--- src/include/spac_pkg.sv ---
// Shared constants and types for the self-program access control block.
// Assumes an APB master on pclk and a flash/EEPROM back end on the same clock.
package spac_pkg;

  // Register byte offsets on the APB port
  localparam logic [7:0] OFS_CTRL  = 8'h00; // memory_access_control
  localparam logic [7:0] OFS_KEY   = 8'h04; // unlock_key_port
  localparam logic [7:0] OFS_LATCH = 8'h08; // byte_transfer_latch
  localparam logic [7:0] OFS_PTRL  = 8'h0C; // pointer_low_byte
  localparam logic [7:0] OFS_PTRH  = 8'h10; // pointer_high_byte
  localparam logic [7:0] OFS_PTRU  = 8'h14; // pointer_upper_byte
  localparam logic [7:0] OFS_DONE  = 8'h18; // peripheral_flag_reg_four image
  localparam logic [7:0] OFS_TOP   = 8'h1C; // table operation command

  // Control register bit positions
  localparam int unsigned B_PGM   = 7;
  localparam int unsigned B_CFG   = 6;
  localparam int unsigned B_FREE  = 4;
  localparam int unsigned B_ABORT = 3;
  localparam int unsigned B_WRITE_PERMIT  = 2;
  localparam int unsigned B_WR    = 1;
  localparam int unsigned B_RD    = 0;

  // Done flag position in the flag register image
  localparam int unsigned B_DONE = 6;

  // Table command fields: mode in [1:0], direction in bit 2
  localparam int unsigned B_TDIR = 2;

  // Unlock key bytes
  localparam logic [7:0] KEY_FIRST  = 8'h55;
  localparam logic [7:0] KEY_SECOND = 8'hAA;

  // Widths and reset values
  localparam int unsigned PTR_W   = 22;
  localparam int unsigned HOLD_N  = 64;
  localparam logic [7:0]  HOLD_RST = 8'hFF;
  localparam logic        ABORT_RST = 1'b1;
  localparam logic [7:0]  BYTE_ZERO = 8'h00;
  localparam logic [31:0] WORD_ZERO = 32'h0000_0000;

  // Pointer update behaviour of a table operation
  typedef enum logic [1:0] {
    SPAC_PTR_KEEP = 2'h0,
    SPAC_PTR_POST_INC = 2'h1,
    SPAC_PTR_POST_DEC = 2'h2,
    SPAC_PTR_PRE_INC = 2'h3
  } spac_ptr_mode_t;

  // Target space of a timed cycle
  typedef enum logic [1:0] {
    SPAC_SP_EEPROM = 2'h0,
    SPAC_SP_FLASH  = 2'h1,
    SPAC_SP_CONFIG = 2'h2
  } spac_space_t;

  // Main sequencer, Gray coded along idle -> read wait / idle -> busy
  typedef enum logic [1:0] {
    SPAC_IDLE    = 2'b00,
    SPAC_RD_WAIT = 2'b01,
    SPAC_BUSY    = 2'b10
  } spac_state_t;

  // Command toward the programming timer and charge pump
  typedef struct packed {
    logic          start;
    logic          erase;
    spac_space_t   space;
    logic [15:0]   block;
  } spac_prog_cmd_t;

  // APB response bundle
  typedef struct packed {
    logic [31:0] prdata;
    logic        pready;
    logic        pslverr;
  } spac_apb_rsp_t;

endpackage

--- src/spac_access_ctrl.sv ---
// Self-program access control: control bits, unlock key, table latch,
// table pointer and 64 holding bytes, reached over APB.
// Assumes flash read data and programming completion come from logic on pclk.
// Summary of operation
// Unlock key port unstored, reads zero
// Program select one targets flash, else EEPROM
// Config select overrides program select
// Row erase on next start, self clears
// Write permit zero at reset blocks cycles
// Abort flag set on start, cleared on completion
// Abort keeps both space select bits; reset sets abort but clears both selects to zero
// Start bit set-only, hardware clears at end
// Done flag set at completion, software clears
// Read start lasts one cycle, self clears
// Read start ignored for flash or config
// Control bit five reads zero
// Eight-bit latch holds each moved byte
// 22-bit pointer from three byte registers
// Four pointer update behaviours
// Auto update touches low 21 bits only
// Table read uses all 22 bits
// Table write picks holding byte by bits 5:0
// Program write block from bits 21:6
// Erase block from bits 21:6, low ignored
// Software writes 55h then AAh first
// Holding bytes reset to FFh, after writes
// Core stalls during flash cycles
// Start without permit or unlock aborts
`timescale 1ns/1ns
`default_nettype none

module spac_access_ctrl
(
  input  wire logic                    pclk,
  input  wire logic                    presetn,
  input  wire logic                    psel,
  input  wire logic                    penable,
  input  wire logic                    pwrite,
  input  wire logic [7:0]              paddr,
  input  wire logic [31:0]             pwdata,
  output logic [31:0]                  prdata,
  output logic                         pready,
  output logic                         pslverr,
  output logic [21:0]                  flash_rd_addr,
  input  wire logic [7:0]              flash_rd_data,
  output spac_pkg::spac_prog_cmd_t     prog_cmd,
  input  wire logic                    prog_done,
  output logic [511:0]                 hold_bytes,
  output logic                         eeprom_rd_strobe,
  output logic                         cpu_stall,
  output logic                         nvm_done_flag
);

  ////////////////////////////////////////////////////////////////////////////
  // State
  // One record holds every flop of the block; one comb process builds
  // its next value and one flop process registers it, so no field can
  // pick up a second driver by accident.

  typedef struct packed {
    spac_pkg::spac_state_t    state;
    logic                     pgm_sel;
    logic                     cfg_sel;
    logic                     free;
    logic                     abort;
    logic                     write_permit;
    logic                     wr;
    logic                     rd;
    logic                     key_first;
    logic                     armed;
    logic                     done;
    logic [7:0]               latch;
    logic [21:0]              ptr;
    logic [21:0]              rd_addr;
    spac_pkg::spac_ptr_mode_t rd_mode;
    spac_pkg::spac_prog_cmd_t cmd;
    logic                     flash_cyc;
    logic [63:0][7:0]         hold;
    logic [31:0]              rdata;
  } spac_state_rec_t;

  spac_state_rec_t s_ff;
  spac_state_rec_t nxt_s;

  ////////////////////////////////////////////////////////////////////////////
  // Helpers

  // Step of the pointer; the top bit stays put
  // Wrap happens inside the low 21 bits, so a walk off the end of program
  // space never spills into the ID and configuration area.
  function automatic logic [21:0] ptr_step(input logic [21:0] p, input logic down);
    logic [20:0] low;
    low = down ? p[20:0] - 21'h000001 : p[20:0] + 21'h000001;
    return {p[21], low};
  endfunction

  // Pointer used by the access itself
  // Only pre-increment moves the pointer before the byte is touched
  function automatic logic [21:0] ptr_use(input logic [21:0] p,
                                          input spac_pkg::spac_ptr_mode_t m);
    return (m == spac_pkg::SPAC_PTR_PRE_INC) ? ptr_step(p, 1'b0) : p;
  endfunction

  // Pointer left after the access
  function automatic logic [21:0] ptr_after(input logic [21:0] p,
                                            input spac_pkg::spac_ptr_mode_t m);
    logic [21:0] r;
    case (m)
      spac_pkg::SPAC_PTR_POST_INC: r = ptr_step(p, 1'b0);
      spac_pkg::SPAC_PTR_POST_DEC: r = ptr_step(p, 1'b1);
      spac_pkg::SPAC_PTR_PRE_INC:  r = ptr_step(p, 1'b0);
      default:                     r = p;
    endcase
    return r;
  endfunction

  // Space chosen by the two select bits
  // Config select wins, whatever the program select holds
  function automatic spac_pkg::spac_space_t space_of(input logic pgm, input logic cfg);
    spac_pkg::spac_space_t sp;
    if (cfg)
      sp = spac_pkg::SPAC_SP_CONFIG;
    else if (pgm)
      sp = spac_pkg::SPAC_SP_FLASH;
    else
      sp = spac_pkg::SPAC_SP_EEPROM;
    return sp;
  endfunction

  ////////////////////////////////////////////////////////////////////////////
  // APB decode and handshake

  // Decode and handshake terms shared by both comb processes
  logic                     acc;
  logic                     wr_acc;
  logic                     setup;
  logic                     mapped;
  logic                     top_rd_req;
  logic                     stall_now;
  spac_pkg::spac_ptr_mode_t wmode;

  assign wmode  = spac_pkg::spac_ptr_mode_t'(pwdata[1:0]);
  assign setup  = psel && !penable;
  assign mapped = (paddr == spac_pkg::OFS_CTRL)  || (paddr == spac_pkg::OFS_KEY)  ||
                  (paddr == spac_pkg::OFS_LATCH) || (paddr == spac_pkg::OFS_PTRL) ||
                  (paddr == spac_pkg::OFS_PTRH)  || (paddr == spac_pkg::OFS_PTRU) ||
                  (paddr == spac_pkg::OFS_DONE)  || (paddr == spac_pkg::OFS_TOP);

  // Flash and config cycles hold the core off the bus until the timer ends
  // EEPROM cycles leave the bus free, so software may poll while they run
  assign stall_now = (s_ff.state == spac_pkg::SPAC_BUSY) && s_ff.flash_cyc;

  // A table read needs one wait state for the flash data to return
  // Trades one bus cycle for a registered, glitch-free array address
  assign top_rd_req = psel && penable && pwrite && (paddr == spac_pkg::OFS_TOP) &&
                      !pwdata[spac_pkg::B_TDIR] && (s_ff.state == spac_pkg::SPAC_IDLE);

  // Ready handshake
  // Unmapped offsets still complete at once, flagged by pslverr
  always_comb
  begin
    pready  = !(stall_now || top_rd_req);
    pslverr = psel && penable && pready && !mapped;
  end

  assign acc    = psel && penable && pready;
  assign wr_acc = acc && pwrite;

  ////////////////////////////////////////////////////////////////////////////
  // Next state
  // Default holds every field except cmd.start, which drops to zero; only the branches below move anything else

  always_comb
  begin
    logic                  go_ok;
    logic                  new_pgm;
    logic                  new_cfg;
    logic                  new_write_permit;
    logic [21:0]           p;
    nxt_s = s_ff;
    go_ok    = 1'b0;
    new_pgm  = pwdata[spac_pkg::B_PGM];
    new_cfg  = pwdata[spac_pkg::B_CFG];
    new_write_permit = pwdata[spac_pkg::B_WRITE_PERMIT];
    p        = s_ff.ptr;
    nxt_s.cmd.start = 1'b0;

    // Read start lives for exactly one cycle
    if (s_ff.rd)
      nxt_s.rd = 1'b0;

    // Read data sampled in the setup phase
    // Capture in setup keeps prdata off the combinational path; the value
    // shows the state one cycle before the access completes
    if (setup && !pwrite)
    begin
      if (paddr == spac_pkg::OFS_CTRL)
        nxt_s.rdata = {24'h000000, s_ff.pgm_sel, s_ff.cfg_sel, 1'b0, s_ff.free,
                       s_ff.abort, s_ff.write_permit, s_ff.wr, s_ff.rd};
      else if (paddr == spac_pkg::OFS_LATCH)
        nxt_s.rdata = {24'h000000, s_ff.latch};
      else if (paddr == spac_pkg::OFS_PTRL)
        nxt_s.rdata = {24'h000000, s_ff.ptr[7:0]};
      else if (paddr == spac_pkg::OFS_PTRH)
        nxt_s.rdata = {24'h000000, s_ff.ptr[15:8]};
      else if (paddr == spac_pkg::OFS_PTRU)
        nxt_s.rdata = {26'h0, s_ff.ptr[21:16]};
      else if (paddr == spac_pkg::OFS_DONE)
        nxt_s.rdata = {25'h0, s_ff.done, 6'h00};
      else
        nxt_s.rdata = spac_pkg::WORD_ZERO;
    end

    // Software writes
    // Writes land only at the completing access edge; setup cycles never
    // change state
    if (wr_acc)
    begin
      if (paddr == spac_pkg::OFS_CTRL)
      begin
        nxt_s.pgm_sel = new_pgm;
        nxt_s.cfg_sel = new_cfg;
        nxt_s.write_permit    = new_write_permit;
        nxt_s.abort   = pwdata[spac_pkg::B_ABORT];
        if (!s_ff.wr)
          nxt_s.free = pwdata[spac_pkg::B_FREE];
        // Start request: set-only, zero writes leave it alone
        if (pwdata[spac_pkg::B_WR] && !s_ff.wr)
        begin
          if (s_ff.armed && new_write_permit)
            go_ok = 1'b1;
          else
            nxt_s.abort = 1'b1;
        end
        // Read start refused for flash or config space
        if (pwdata[spac_pkg::B_RD] && !new_pgm && !new_cfg && !s_ff.wr)
          nxt_s.rd = 1'b1;
        // Any control write consumes the unlock
        // so a stray write between key bytes and start cannot reuse it
        nxt_s.armed     = 1'b0;
        nxt_s.key_first = 1'b0;
      end
      else if (paddr == spac_pkg::OFS_KEY)
      begin
        // Key bytes pass straight into the unlock tracker, nothing is kept
        if (pwdata[7:0] == spac_pkg::KEY_FIRST)
        begin
          nxt_s.key_first = 1'b1;
          nxt_s.armed     = 1'b0;
        end
        else
        begin
          nxt_s.armed     = s_ff.key_first && (pwdata[7:0] == spac_pkg::KEY_SECOND);
          nxt_s.key_first = 1'b0;
        end
      end
      else if (paddr == spac_pkg::OFS_LATCH)
        nxt_s.latch = pwdata[7:0];
      else if (paddr == spac_pkg::OFS_PTRL)
        nxt_s.ptr[7:0] = pwdata[7:0];
      else if (paddr == spac_pkg::OFS_PTRH)
        nxt_s.ptr[15:8] = pwdata[7:0];
      else if (paddr == spac_pkg::OFS_PTRU)
        nxt_s.ptr[21:16] = pwdata[5:0];
      else if (paddr == spac_pkg::OFS_DONE)
      begin
        if (pwdata[spac_pkg::B_DONE])
          nxt_s.done = 1'b0;
      end
      else if ((paddr == spac_pkg::OFS_TOP) && pwdata[spac_pkg::B_TDIR] &&
               (s_ff.state == spac_pkg::SPAC_IDLE))
      begin
        // Table write: latch byte into the holding byte picked by the pointer
        p = ptr_use(s_ff.ptr, wmode);
        nxt_s.hold[p[5:0]] = s_ff.latch;
        nxt_s.ptr = ptr_after(s_ff.ptr, wmode);
      end
    end

    // Sequencer
    // Table read and timed start cannot both fire: a table read holds the
    // bus, so no control write completes in the same cycle
    case (s_ff.state)
      spac_pkg::SPAC_IDLE:
      begin
        if (top_rd_req)
        begin
          nxt_s.rd_mode = wmode;
          nxt_s.rd_addr = ptr_use(s_ff.ptr, wmode);
          nxt_s.state   = spac_pkg::SPAC_RD_WAIT;
        end
        else if (go_ok)
        begin
          // Timed cycle: flag goes up until the timer reports completion
          nxt_s.wr        = 1'b1;
          nxt_s.abort     = 1'b1;
          nxt_s.cmd.start = 1'b1;
          // Erase choice comes from the same write that raises the start bit
          nxt_s.cmd.erase = pwdata[spac_pkg::B_FREE];
          nxt_s.cmd.space = space_of(new_pgm, new_cfg);
          nxt_s.cmd.block = s_ff.ptr[21:6];
          nxt_s.flash_cyc = new_pgm || new_cfg;
          nxt_s.state     = spac_pkg::SPAC_BUSY;
        end
      end
      spac_pkg::SPAC_RD_WAIT:
      begin
        // Flash byte arrives one cycle after the address
        // The array answers combinationally on the registered address
        nxt_s.latch = flash_rd_data;
        nxt_s.ptr   = ptr_after(s_ff.ptr, s_ff.rd_mode);
        nxt_s.state = spac_pkg::SPAC_IDLE;
      end
      spac_pkg::SPAC_BUSY:
      begin
        if (prog_done)
        begin
          // Selects survive so a failure can be traced
          nxt_s.pgm_sel = s_ff.pgm_sel;
          nxt_s.cfg_sel = s_ff.cfg_sel;
          nxt_s.wr      = 1'b0;
          nxt_s.abort   = 1'b0;
          nxt_s.done    = 1'b1;
          // Erase keeps the holding bytes: a write may follow with them
          if (s_ff.cmd.erase)
            nxt_s.free = 1'b0;
          else
          begin
            for (int i = 0; i < spac_pkg::HOLD_N; i++)
              nxt_s.hold[i] = spac_pkg::HOLD_RST;
          end
          nxt_s.state = spac_pkg::SPAC_IDLE;
        end
      end
      default:
        nxt_s.state = spac_pkg::SPAC_IDLE;
    endcase
  end

  ////////////////////////////////////////////////////////////////////////////
  // Registers
  // Holding bytes power up as FFh so an early write leaves flash untouched

  // Abort flag powers up set: a reset cannot tell an interrupted cycle apart
  always_ff @(posedge pclk or negedge presetn)
  begin
    if (!presetn)
    begin
      s_ff           <= '0;
      s_ff.state     <= spac_pkg::SPAC_IDLE;
      s_ff.abort     <= spac_pkg::ABORT_RST;
      s_ff.write_permit      <= 1'b0;
      s_ff.cmd.space <= spac_pkg::SPAC_SP_EEPROM;
      for (int i = 0; i < spac_pkg::HOLD_N; i++)
        s_ff.hold[i] <= spac_pkg::HOLD_RST;
    end
    else
      s_ff <= nxt_s;
  end

  ////////////////////////////////////////////////////////////////////////////
  // Outputs
  // Stall is combinational so the core sees it in the first busy cycle

  assign prdata           = s_ff.rdata;
  assign flash_rd_addr    = s_ff.rd_addr;
  assign prog_cmd         = s_ff.cmd;
  assign hold_bytes       = s_ff.hold;
  assign eeprom_rd_strobe = s_ff.rd;
  assign cpu_stall        = stall_now;
  assign nvm_done_flag    = s_ff.done;

endmodule

`default_nettype wire

--- config.mk ---
export PLATFORM = sky130hd
export DESIGN_NAME = spac_access_ctrl
export DESIGN_NICKNAME = d
export VERILOG_FILES = /design/src/include/spac_pkg.sv /design/src/spac_access_ctrl.sv
export SDC_FILE = /design/constraint.sdc
export NUM_CORES = 1
export LEC_CHECK = 0
export ABC_AREA = 1
export BUFFER_PORTS_ARGS = -buffer_cell sky130_fd_sc_hd__buf_2
export CORE_MARGIN = 2
export CORE_UTILIZATION = 31
export CTS_CLUSTER_DIAMETER = 80
export CTS_CLUSTER_SIZE = 40
export DETAILED_ROUTE_END_ITERATION = 12
export HOLD_SLACK_MARGIN = 0.12
export PLACE_DENSITY_LB_ADDON = 0.25
export REMOVE_ABC_BUFFERS = 1
export SYNTH_ARGS = -nofsm -noshare
export SYNTH_HDL_FRONTEND = slang
export SYNTH_SLANG_ARGS = --single-unit
--- constraint.sdc ---
create_clock -name pclk -period 3.3 [get_ports pclk]
set_input_delay 0.66 -clock pclk [delete_from_list [all_inputs] [get_ports pclk]]
set_output_delay 0.66 -clock pclk [all_outputs]
set_load 0.02 [all_outputs]
# Word-level counts from Yosys, hierarchy flattened
# Index checks and enable logic that the tools add are counted.
dict set report classes {
  n_addsub 2
  magnitude_cmp 2
  n_eq_ne 34
  mux 79
  n_bitwise 7
  reduce_logical 62
}
# op n
set op_table {}
lappend op_table {{2-to-1 mux 512 bit} 12}
lappend op_table {{bitwise mux 512 bit} 1}
lappend op_table {{2-to-1 mux 21 bit} 4}
lappend op_table {{case mux 21 bit (2 select lines)} 2}
lappend op_table {{2-to-1 mux 8 bit} 9}
lappend op_table {{2-to-1 mux 22 bit} 3}
lappend op_table {{2-to-1 mux 31 bit} 2}
lappend op_table {{demux 8 bit (select 6 bit)} 1}
lappend op_table {{2-to-1 mux 34 bit} 1}
lappend op_table {{== test 8 x 5 -> 1 bit, second input constant} 4}
lappend op_table {{2-to-1 mux 30 bit} 1}
lappend op_table {{AND reduction 10 bit} 3}
lappend op_table {{2-to-1 mux 1 bit} 24}
lappend op_table {{adder 21 x 1 -> 21 bit, second input constant} 1}
lappend op_table {{subtractor 21 x 1 -> 21 bit, second input constant} 1}
lappend op_table {{logical AND 1 bit} 20}
lappend op_table {{2-to-1 mux 6 bit} 3}
lappend op_table {{== test 8 x 4 -> 1 bit, second input constant} 2}
lappend op_table {{2-to-1 mux 16 bit} 1}
lappend op_table {{2-to-1 mux 14 bit} 1}
lappend op_table {{2-to-1 mux 7 bit} 2}
lappend op_table {{2-to-1 mux 2 bit} 6}
lappend op_table {{!= test 2 x 1 -> 1 bit, second input constant} 6}
lappend op_table {{!= test 3 x 1 -> 1 bit, second input constant} 4}
lappend op_table {{26 further kinds} 72}
dict set report totals {
  regBits 631
  inputBits 54
}

# Depth between registers and ports, before layout
# Gate-level depths: netlist of the first run.
dict set report logic_depth {
  ltp_word 19
  ltp_mapped 16
  depth_no_buf 15
}

# Worst setup path before layout of the first run
# OpenSTA, ideal clock, no wires.
dict set report synth_timing {
  path_type {input-to-output}
  start {in paddr[0]}
  end {out pslverr}
  t_arrival_ps 2028
  required_time_ps 2640
  path_slack_ps 612
  cell_stages 8
  cell_sequence {inv_1 -> nand2_1 -> nor2_1 -> nand2_2 -> nand2_1 -> nor2_1 -> nand2_1 -> nor4_1}
}
dict set report synth_via {
  elab_chain_cells 10
}
# item line
set synth_lines {}
lappend synth_lines {{from (decl)} spac_access_ctrl.sv:39} ;# input wire logic [7:0] paddr,
lappend synth_lines {{== test 8 x 3 -> 1 bit or zero test 8 bit (tied branches)} spac_access_ctrl.sv:144} ;# assign mapped = (paddr == spac_pkg::OFS_CTRL) || (paddr == spac_pkg::OFS_KEY) ||
lappend synth_lines {{logical OR 1 bit (2 in a row)} spac_access_ctrl.sv:144}
lappend synth_lines {{logical OR 1 bit (2 in a row)} spac_access_ctrl.sv:145} ;# (paddr == spac_pkg::OFS_LATCH) || (paddr == spac_pkg::OFS_PTRL) ||
lappend synth_lines {{logical OR 1 bit (2 in a row)} spac_access_ctrl.sv:146} ;# (paddr == spac_pkg::OFS_PTRH) || (paddr == spac_pkg::OFS_PTRU) ||
lappend synth_lines {{logical OR 1 bit} spac_access_ctrl.sv:147} ;# (paddr == spac_pkg::OFS_DONE) || (paddr == spac_pkg::OFS_TOP);
lappend synth_lines {{zero test 1 bit} spac_access_ctrl.sv:163} ;# pslverr = psel && penable && pready && !mapped;
lappend synth_lines {{logical AND 1 bit (*)} spac_access_ctrl.sv:163}
lappend synth_lines {{to (decl)} spac_access_ctrl.sv:43} ;# output logic pslverr,
# Mark *: on every way between the ends. The rest lies on a longest branch, timed or not.

==> metrics.md, run 1 <==
| Metric | Value |
|---|---|
| Yosys Warn Count | `0` |
| Root Driver | `clkbuf_16` |
| Initial antenna violation count | `2` |
| P&R area growth vs syn | `7.31%` |
| Unrepaired setup endpoints after global routing | `false` |
| Logic pwr share | `4.6%` |
| Leak Pwr | `16.9 nW` |
| Setup Crit Path Kind | `reg -> reg` |
| Met2 Usage GRT | `34.1%` |
| Reg power frac | `52.6%` |
| Clk pwr share | `42.8%` |
| First-pass GRT wire length | `171 mm` |
| Global-route met3 utilization | `3.89%` |
| GRT busiest layer | `met2` |
| Register area share after synthesis | `48.8%` |
| Sw Ratio | `27.2%` |
| Netlist cell types | `48` |
| Peak supply drop | `0.327 mV` |
| Via Count | `25.8k` |
| Routed vias/inst | `4.87` |
| Placed insts | `5217` |
| CTS Buf Count | `42` |
| DR DRC count | `0` |
| Die W | `328 um` |
| Global Route Usage Sum | `21.1%` |
| Commonest non-fill, non-tap cell in the layout | `nand2_1` |
| Pint | `10.4 mW` |
| Fin Clk Skew | `0.0390 ns` |
| H-Tree Level Count | `2` |
| Routed WL per cell | `22.1 um` |
| CP most frequent cell | `nand2_1` |
| Crit. End Element | `flop` |
| Layout cells sized above 1 | `35.8%` |
| Grt met1 use | `28.4%` |
| Final hold slack | `0.214 ns` |
| # diodes | `0` |
| Cell family with most CP delay | `simple AND/OR/NAND/NOR gates` |
| Largest net degree at the start of global routing | `96` |
| Setup violators final | `0` |
| Final Cycle Share | `91.0%` |
| Pwr Density | `411 nW/um^2` |
| Slew HR | `24.7%` |
| Synthesized area per cell | `8.33 um^2` |
| Worst EP required | `3.85 ns` |
| Post-route ant nets | `0` |
| Filler cells | `11.1k` |
| Clock Tree Buf Depth | `3` |
| Min cycle time layout | `3.00 ns` |
| Most frequent cells in the layout | `nand2_1, nand3_1, buf_2` |
| Crit path max fanout | `31` |
| Worst skew pair latency | `0.64 ns` |
| Die height | `328 um` |
| Outcome | `finished clean` |
| I/O Pins | `645` |
| Max Cap Viol | `0` |
| Detailed Route WL | `117 mm` |
| Sw Pwr | `3.90 mW` |
| Final Max Slew Viols | `0` |
| Slew at the pin closest to its max-slew limit | `1.13 ns` |
| CTS tree | `done` |
| Mapped Area | `32500 um^2` |
| Core area | `104000 um^2` |
| CP Launch Type | `flop` |
| Detail Placement HPWL | `80.9 mm` |
| Initial DRC count | `2325` |
| Final instance area | `34800 um^2` |
| CTS resizes | `0` |
| Post-layout util | `33.6%` |
| Peak per-stage delay on the critical path | `0.47 ns` |
| Slowest stage cell, crit path | `dfrtp_1` |
| Full die area | `107000 um^2` |
| Fmax | `333 MHz` |
| #FFs+latches synth | `607` |
| Min-Delay Path Class | `in -> reg` |
| 1st-pass router iterations | `8` |
| Crit path buffers/inverters | `1` |
| Clock transition at the registers of the reported paths | `0.09 ns` |
| Mapped Cells | `3897` |
| Starting Density | `31.3%` |
| Number of global-route vias before repair | `24.6k` |
| CTS sink cnt | `607` |
| Row count | `118` |
| Finished Layout Cells | `5296` |
| CP Cell Sequence | `ha_1, nand2_1, nor2_4, nand2_1, nand2_1, nand2_1, o21ai_2, nand2_1, nor2_4, buf_12, nand2_1, o211ai_1` |
| Ys async rst share | `100%` |
| Total Nets Final | `3938` |
| Final RePlAce weighted congestion | `0.923` |
| EDFF count, synth | `0` |
| Total congestion overflow | `0` |
| Post-synth top flop | `dfstp_2` |
| Placed cell areas | `33200 um^2` |
| WP data arrival | `3.55 ns` |
| Buffers on Ports | `596` |
| Fin. Hold Viols | `0` |
## kinds of logic (layout without fill, tap and decap cells)
logic type / count (synthesis) / after routing / synth area share (%)
simple gates: 1987 / 1987 / 27.0
flops: 607 / 607 / 48.8
compound gates: 353 / 353 / 6.00
other cells: 1 / 24 / 0.0116
buf+inv: 930 / 926 / 17.7
fa+ha+maj: 2 / 2 / 0.0771
xor+xnor: 17 / 17 / 0.459
## worst register-to-register path, cell delays in order, from the launching register on
cell,delay [ns]
dfrtp_1,0.47
ha_1,0.23
nand2_1,0.11
nor2_4,0.23
nand2_1,0.08
nand2_1,0.16
nand2_1,0.08
o21ai_2,0.14
nand2_1,0.22
nor2_4,0.23
buf_12,0.23
nand2_1,0.40
o211ai_1,0.33
## flip-flops by register name, summed over array words and instances (netlist names)
name,flops
eeprom_rd_strobe,1
nvm_done_flag,1
hold_bytes,512
prog_cmd,20
prdata,8
s_ff,43
flash_rd_addr,22
## repair_timing
action	CTS	global route
hold buffers	1	0
endpoints found under the setup margin	0	0
buffers inserted	0	0
hold endpoints to repair	8	0
## power by group through the flow
stage                     sequential, mW  clock [mW]  combinational, mW
after CTS                           7.53        6.32              0.671
after detailed placement            7.64           0              0.668
final                               7.53        6.13              0.659
after global routing                7.53        6.55              0.725
after global placement              7.64           0              0.664
after floorplan                     7.66           0              0.213
## routing by layer
layer,share of wire [%],vias to the layer above
li1,-,12100
met1,43,12700
met2,47,820
met3,6.0,149
met4,3.2,0
met5,0,-
## synth_stat cells, types with 2 or more instances
master / count / area [um^2]
a211oi_1: 2 / 15.0
a21oi_1: 128 / 641
a22oi_1: 2 / 15.0
a2bb2oi_1: 2 / 17.5
a31oi_1: 2 / 12.5
buf_1: 18 / 67.6
buf_2: 38 / 190
buf_4: 588 / 4410
clkbuf_1: 160 / 601
clkinv_1: 7 / 26.3
dfrtp_1: 94 / 2350
dfstp_2: 513 / 13500
ha_1: 2 / 25.0
inv_1: 101 / 379
inv_2: 17 / 63.8
nand2_1: 1029 / 3860
nand2_2: 18 / 113
nand3_1: 722 / 3610
nand3_2: 2 / 20.0
nand3_4: 2 / 35.0
nand4_1: 16 / 100
nor2_1: 135 / 507
nor2_2: 19 / 119
nor2_4: 16 / 180
nor3_1: 14 / 70.1
nor3_2: 2 / 20.0
nor3_4: 3 / 48.8
nor4_1: 4 / 25.0
o211ai_1: 39 / 293
o21a_1: 5 / 37.5
o21ai_0: 151 / 756
o21bai_1: 2 / 15.0
o221ai_1: 4 / 35.0
o22ai_1: 9 / 56.3
o31ai_1: 2 / 15.0
xor2_1: 17 / 149
## area by class of cell
class / instances / area [um^2] / share of cell area [%]
flip-flops and latches: 607 / 15800 / 45.5
multi-input cells: 2383 / 11000 / 31.5
repair buffers: 723 / 4220 / 12.1
well taps: 1380 / 1730 / 4.96
clock buffers: 48 / 1150 / 3.29
inverters: 125 / 477 / 1.37
clock inverters: 30 / 444 / 1.27
## final timing paths
check | startpoint | endpoint | slack, ns | cells after the start
max | s_ff[590]$_DFFE_PN0P_ | hold_bytes[298]$_DFF_PN1_ | 0.30 | 12
max in group asynchronous | presetn | hold_bytes[109]$_DFF_PN1_ | 1.66 | 3
min reg2reg | hold_bytes[487]$_DFF_PN1_ | hold_bytes[487]$_DFF_PN1_ | 0.48 | 2
max reg2reg | s_ff[590]$_DFFE_PN0P_ | hold_bytes[298]$_DFF_PN1_ | 0.30 | 12
min | prog_done | s_ff[630]$_DFFE_PN0P_ | 0.21 | 2
min in group asynchronous | presetn | s_ff[595]$_DFFE_PN0P_ | 0.66 | 2
## through the flow
step | setup slack (ns) | TNS [ns] | total power [mW]
after CTS | 0.274 | 0 | 14.5
after floorplan | -8.64 | -3707.70 | 7.88
final | 0.295 | 0 | 14.3
after global routing | 0.0825 | 0 | 14.8
after detailed placement | 0.183 | 0 | 8.31
after global placement | 0.192 | 0 | 8.31
(Power assumes the default switching activity.)
==> inputs of run 2 (changes only) <==
--- a/config.mk
+++ b/config.mk
@@ -15,6 +15,7 @@
 export HOLD_SLACK_MARGIN = 0.12
 export PLACE_DENSITY_LB_ADDON = 0.25
 export REMOVE_ABC_BUFFERS = 1
+export SETUP_SLACK_MARGIN = 0.5
 export SYNTH_ARGS = -nofsm -noshare
 export SYNTH_HDL_FRONTEND = slang
 export SYNTH_SLANG_ARGS = --single-unit
==> run 2 against run 1 <==
  * Maximum frequency rose by 12%
  * Sequential share of layout area is 0.53 points lower
  * Cell count grew 0.42%
  * Total power rose by 0.16%
  * Register-to-register slack better by 0.35 ns
  * Utilization increased by 0.41 points
==> metrics.md, run 2 (same netlist as run 1, synthesis figures left out) <==
| Metric | Value |
|---|---|
| Die height | `328 um` |
| Clk pwr share | `42.8%` |
| Full die area | `107000 um^2` |
| Final Max Slew Viols | `0` |
| Worst EP required | `2.64 ns` |
| Buffers on Ports | `596` |
| Worst skew pair latency | `0.64 ns` |
| Outcome | `finished clean` |
| Clock Tree Buf Depth | `3` |
| Fin. Hold Viols | `0` |
| Min cycle time layout | `2.68 ns` |
| CP Launch Type | `input port` |
| Starting Density | `31.3%` |
| I/O Pins | `645` |
| Slew HR | `23.9%` |
| Final RePlAce weighted congestion | `0.923` |
| Initial antenna violation count | `2` |
| Post-layout util | `34.0%` |
| Root Driver | `clkbuf_16` |
| DR WL met3 | `6.99 mm` |
| Crit. End Element | `primary output` |
| Total Nets Final | `3960` |
| Final instance area | `35300 um^2` |
| Min-Delay Path Class | `in -> reg` |
| DR DRC count | `0` |
| CTS sink cnt | `607` |
| Clock transition at the registers of the reported paths | `0.09 ns` |
| Total congestion overflow | `0` |
| Max reg flops | `512` |
| CTS Buf Count | `42` |
| Max Cap Viol | `0` |
| First-pass GRT wire length | `171 mm` |
| Leak Pwr | `17.2 nW` |
| Finished Layout Cells | `5318` |
| Sw Ratio | `27.3%` |
| Initial DRC count | `2211` |
| CTS tree | `done` |
| Top routing layer in use | `met4` |
| CP Cell Sequence | `buf_2, inv_1, nand2_1, nor2_2, nand2_2, inv_1, nor2_2, nand2_1, nor4_1, buf_4` |
| Routed WL per cell | `22.4 um` |
| Logic pwr share | `4.7%` |
| P&R area growth vs syn | `8.62%` |
| Setup violators final | `0` |
| Most frequent cells in the layout | `nand2_1, nand3_1, buf_2` |
| Detailed Route WL | `119 mm` |
| Global Route Usage Sum | `21.1%` |
| Slew at the pin closest to its max-slew limit | `1.14 ns` |
| Setup Crit Path Kind | `in -> out` |
| Crit path buffers/inverters | `4` |
| Detail Placement HPWL | `80.9 mm` |
| # diodes | `0` |
| Slowest stage cell, crit path | `nor4_1` |
| Via Count | `25.9k` |
| Routed vias/inst | `4.87` |
| Setup_tns | `0 ns` |
| Die W | `328 um` |
| Unrepaired setup endpoints after global routing | `true` |
| Core area | `104000 um^2` |
| Fin Clk Skew | `0.0369 ns` |
| Met2 WL | `56.2 mm` |
| Row count | `118` |
| Sw Pwr | `3.92 mW` |
| Fmax | `373 MHz` |
| Final hold slack | `0.211 ns` |
| WL met1 | `52.0 mm` |
| Peak per-stage delay on the critical path | `0.29 ns` |
| Peak supply drop | `0.328 mV` |
| Pint | `10.4 mW` |
| Placement Setup Slack | `0.183 ns` |
| Post-layout power | `14.3 mW` |
| Crit path max fanout | `6` |
| Number of global-route vias before repair | `24.6k` |
| Final setup margin | `0.620 ns` |
| Post-route ant nets | `0` |
| Pwr Density | `407 nW/um^2` |
| Layout cells sized above 1 | `37.2%` |
| Final Cycle Share | `81.2%` |
| H-Tree Level Count | `2` |
| WP data arrival | `2.02 ns` |
| 1st-pass router iterations | `5` |
| Cell family with most CP delay | `simple AND/OR/NAND/NOR gates` |
| Commonest non-fill, non-tap cell in the layout | `nand2_1` |
| Largest net degree at the start of global routing | `96` |
| Reg power frac | `52.5%` |
| Placed insts | `5217` |
| Placed cell areas | `33200 um^2` |
-- run 2: worst paths after layout --
path	slack [ns]	from	cells past startpoint	endpoint
setup reg to reg	0.65	s_ff[589]$_DFFE_PN0P_	13	hold_bytes[325]$_DFF_PN1_
max in group asynchronous	1.66	presetn	3	hold_bytes[108]$_DFF_PN1_
hold reg to reg	0.48	hold_bytes[487]$_DFF_PN1_	2	hold_bytes[487]$_DFF_PN1_
min in group asynchronous	0.66	presetn	2	s_ff[595]$_DFFE_PN0P_
hold / removal	0.21	prog_done	2	s_ff[630]$_DFFE_PN0P_
setup / recovery	0.62	paddr[7]	10	pslverr
-- run 2: metal layers --
metal / vias up / GRT usage (%)
met2: 842 / 34.1
met1: 12800 / 28.5
li1: 12200 / -
met5: - / 0
met3: 156 / 3.89
met4: 0 / 6.75
-- run 2: cell type report --
| cell class | count | area [um^2] |
|---|---|---|
| Inverter | 125 | 483 |
| Clock inverter | 30 | 444 |
| Timing Repair Buffer | 745 | 4480 |
| Fill cell | 11100 | 68400 |
| Multi-Input combinational cell | 2383 | 11100 |
| Sequential cell | 607 | 15900 |
| Tap cell | 1380 | 1730 |
| Clock buffer | 48 | 1150 |
-- run 2: power groups by stage --
stage	clock (mW)	combinational [mW]	sequential (mW)
after global placement	0	0.664	7.64
after CTS	6.32	0.672	7.53
after floorplan	0	0.213	7.66
after detailed placement	0	0.668	7.64
after global routing	6.56	0.737	7.53
final	6.14	0.672	7.53
-- run 2: repair_timing --
| item | in CTS | in global routing |
|---|---|---|
| resized for setup | 19 | 42 |
| setup endpoints to repair | 293 | 460 |
| gates cloned | 0 | 3 |
| pin swaps | 3 | 7 |
| hold buffers | 1 | 0 |
| setup buffers | 8 | 11 |
| endpoints found under the hold margin | 8 | 0 |
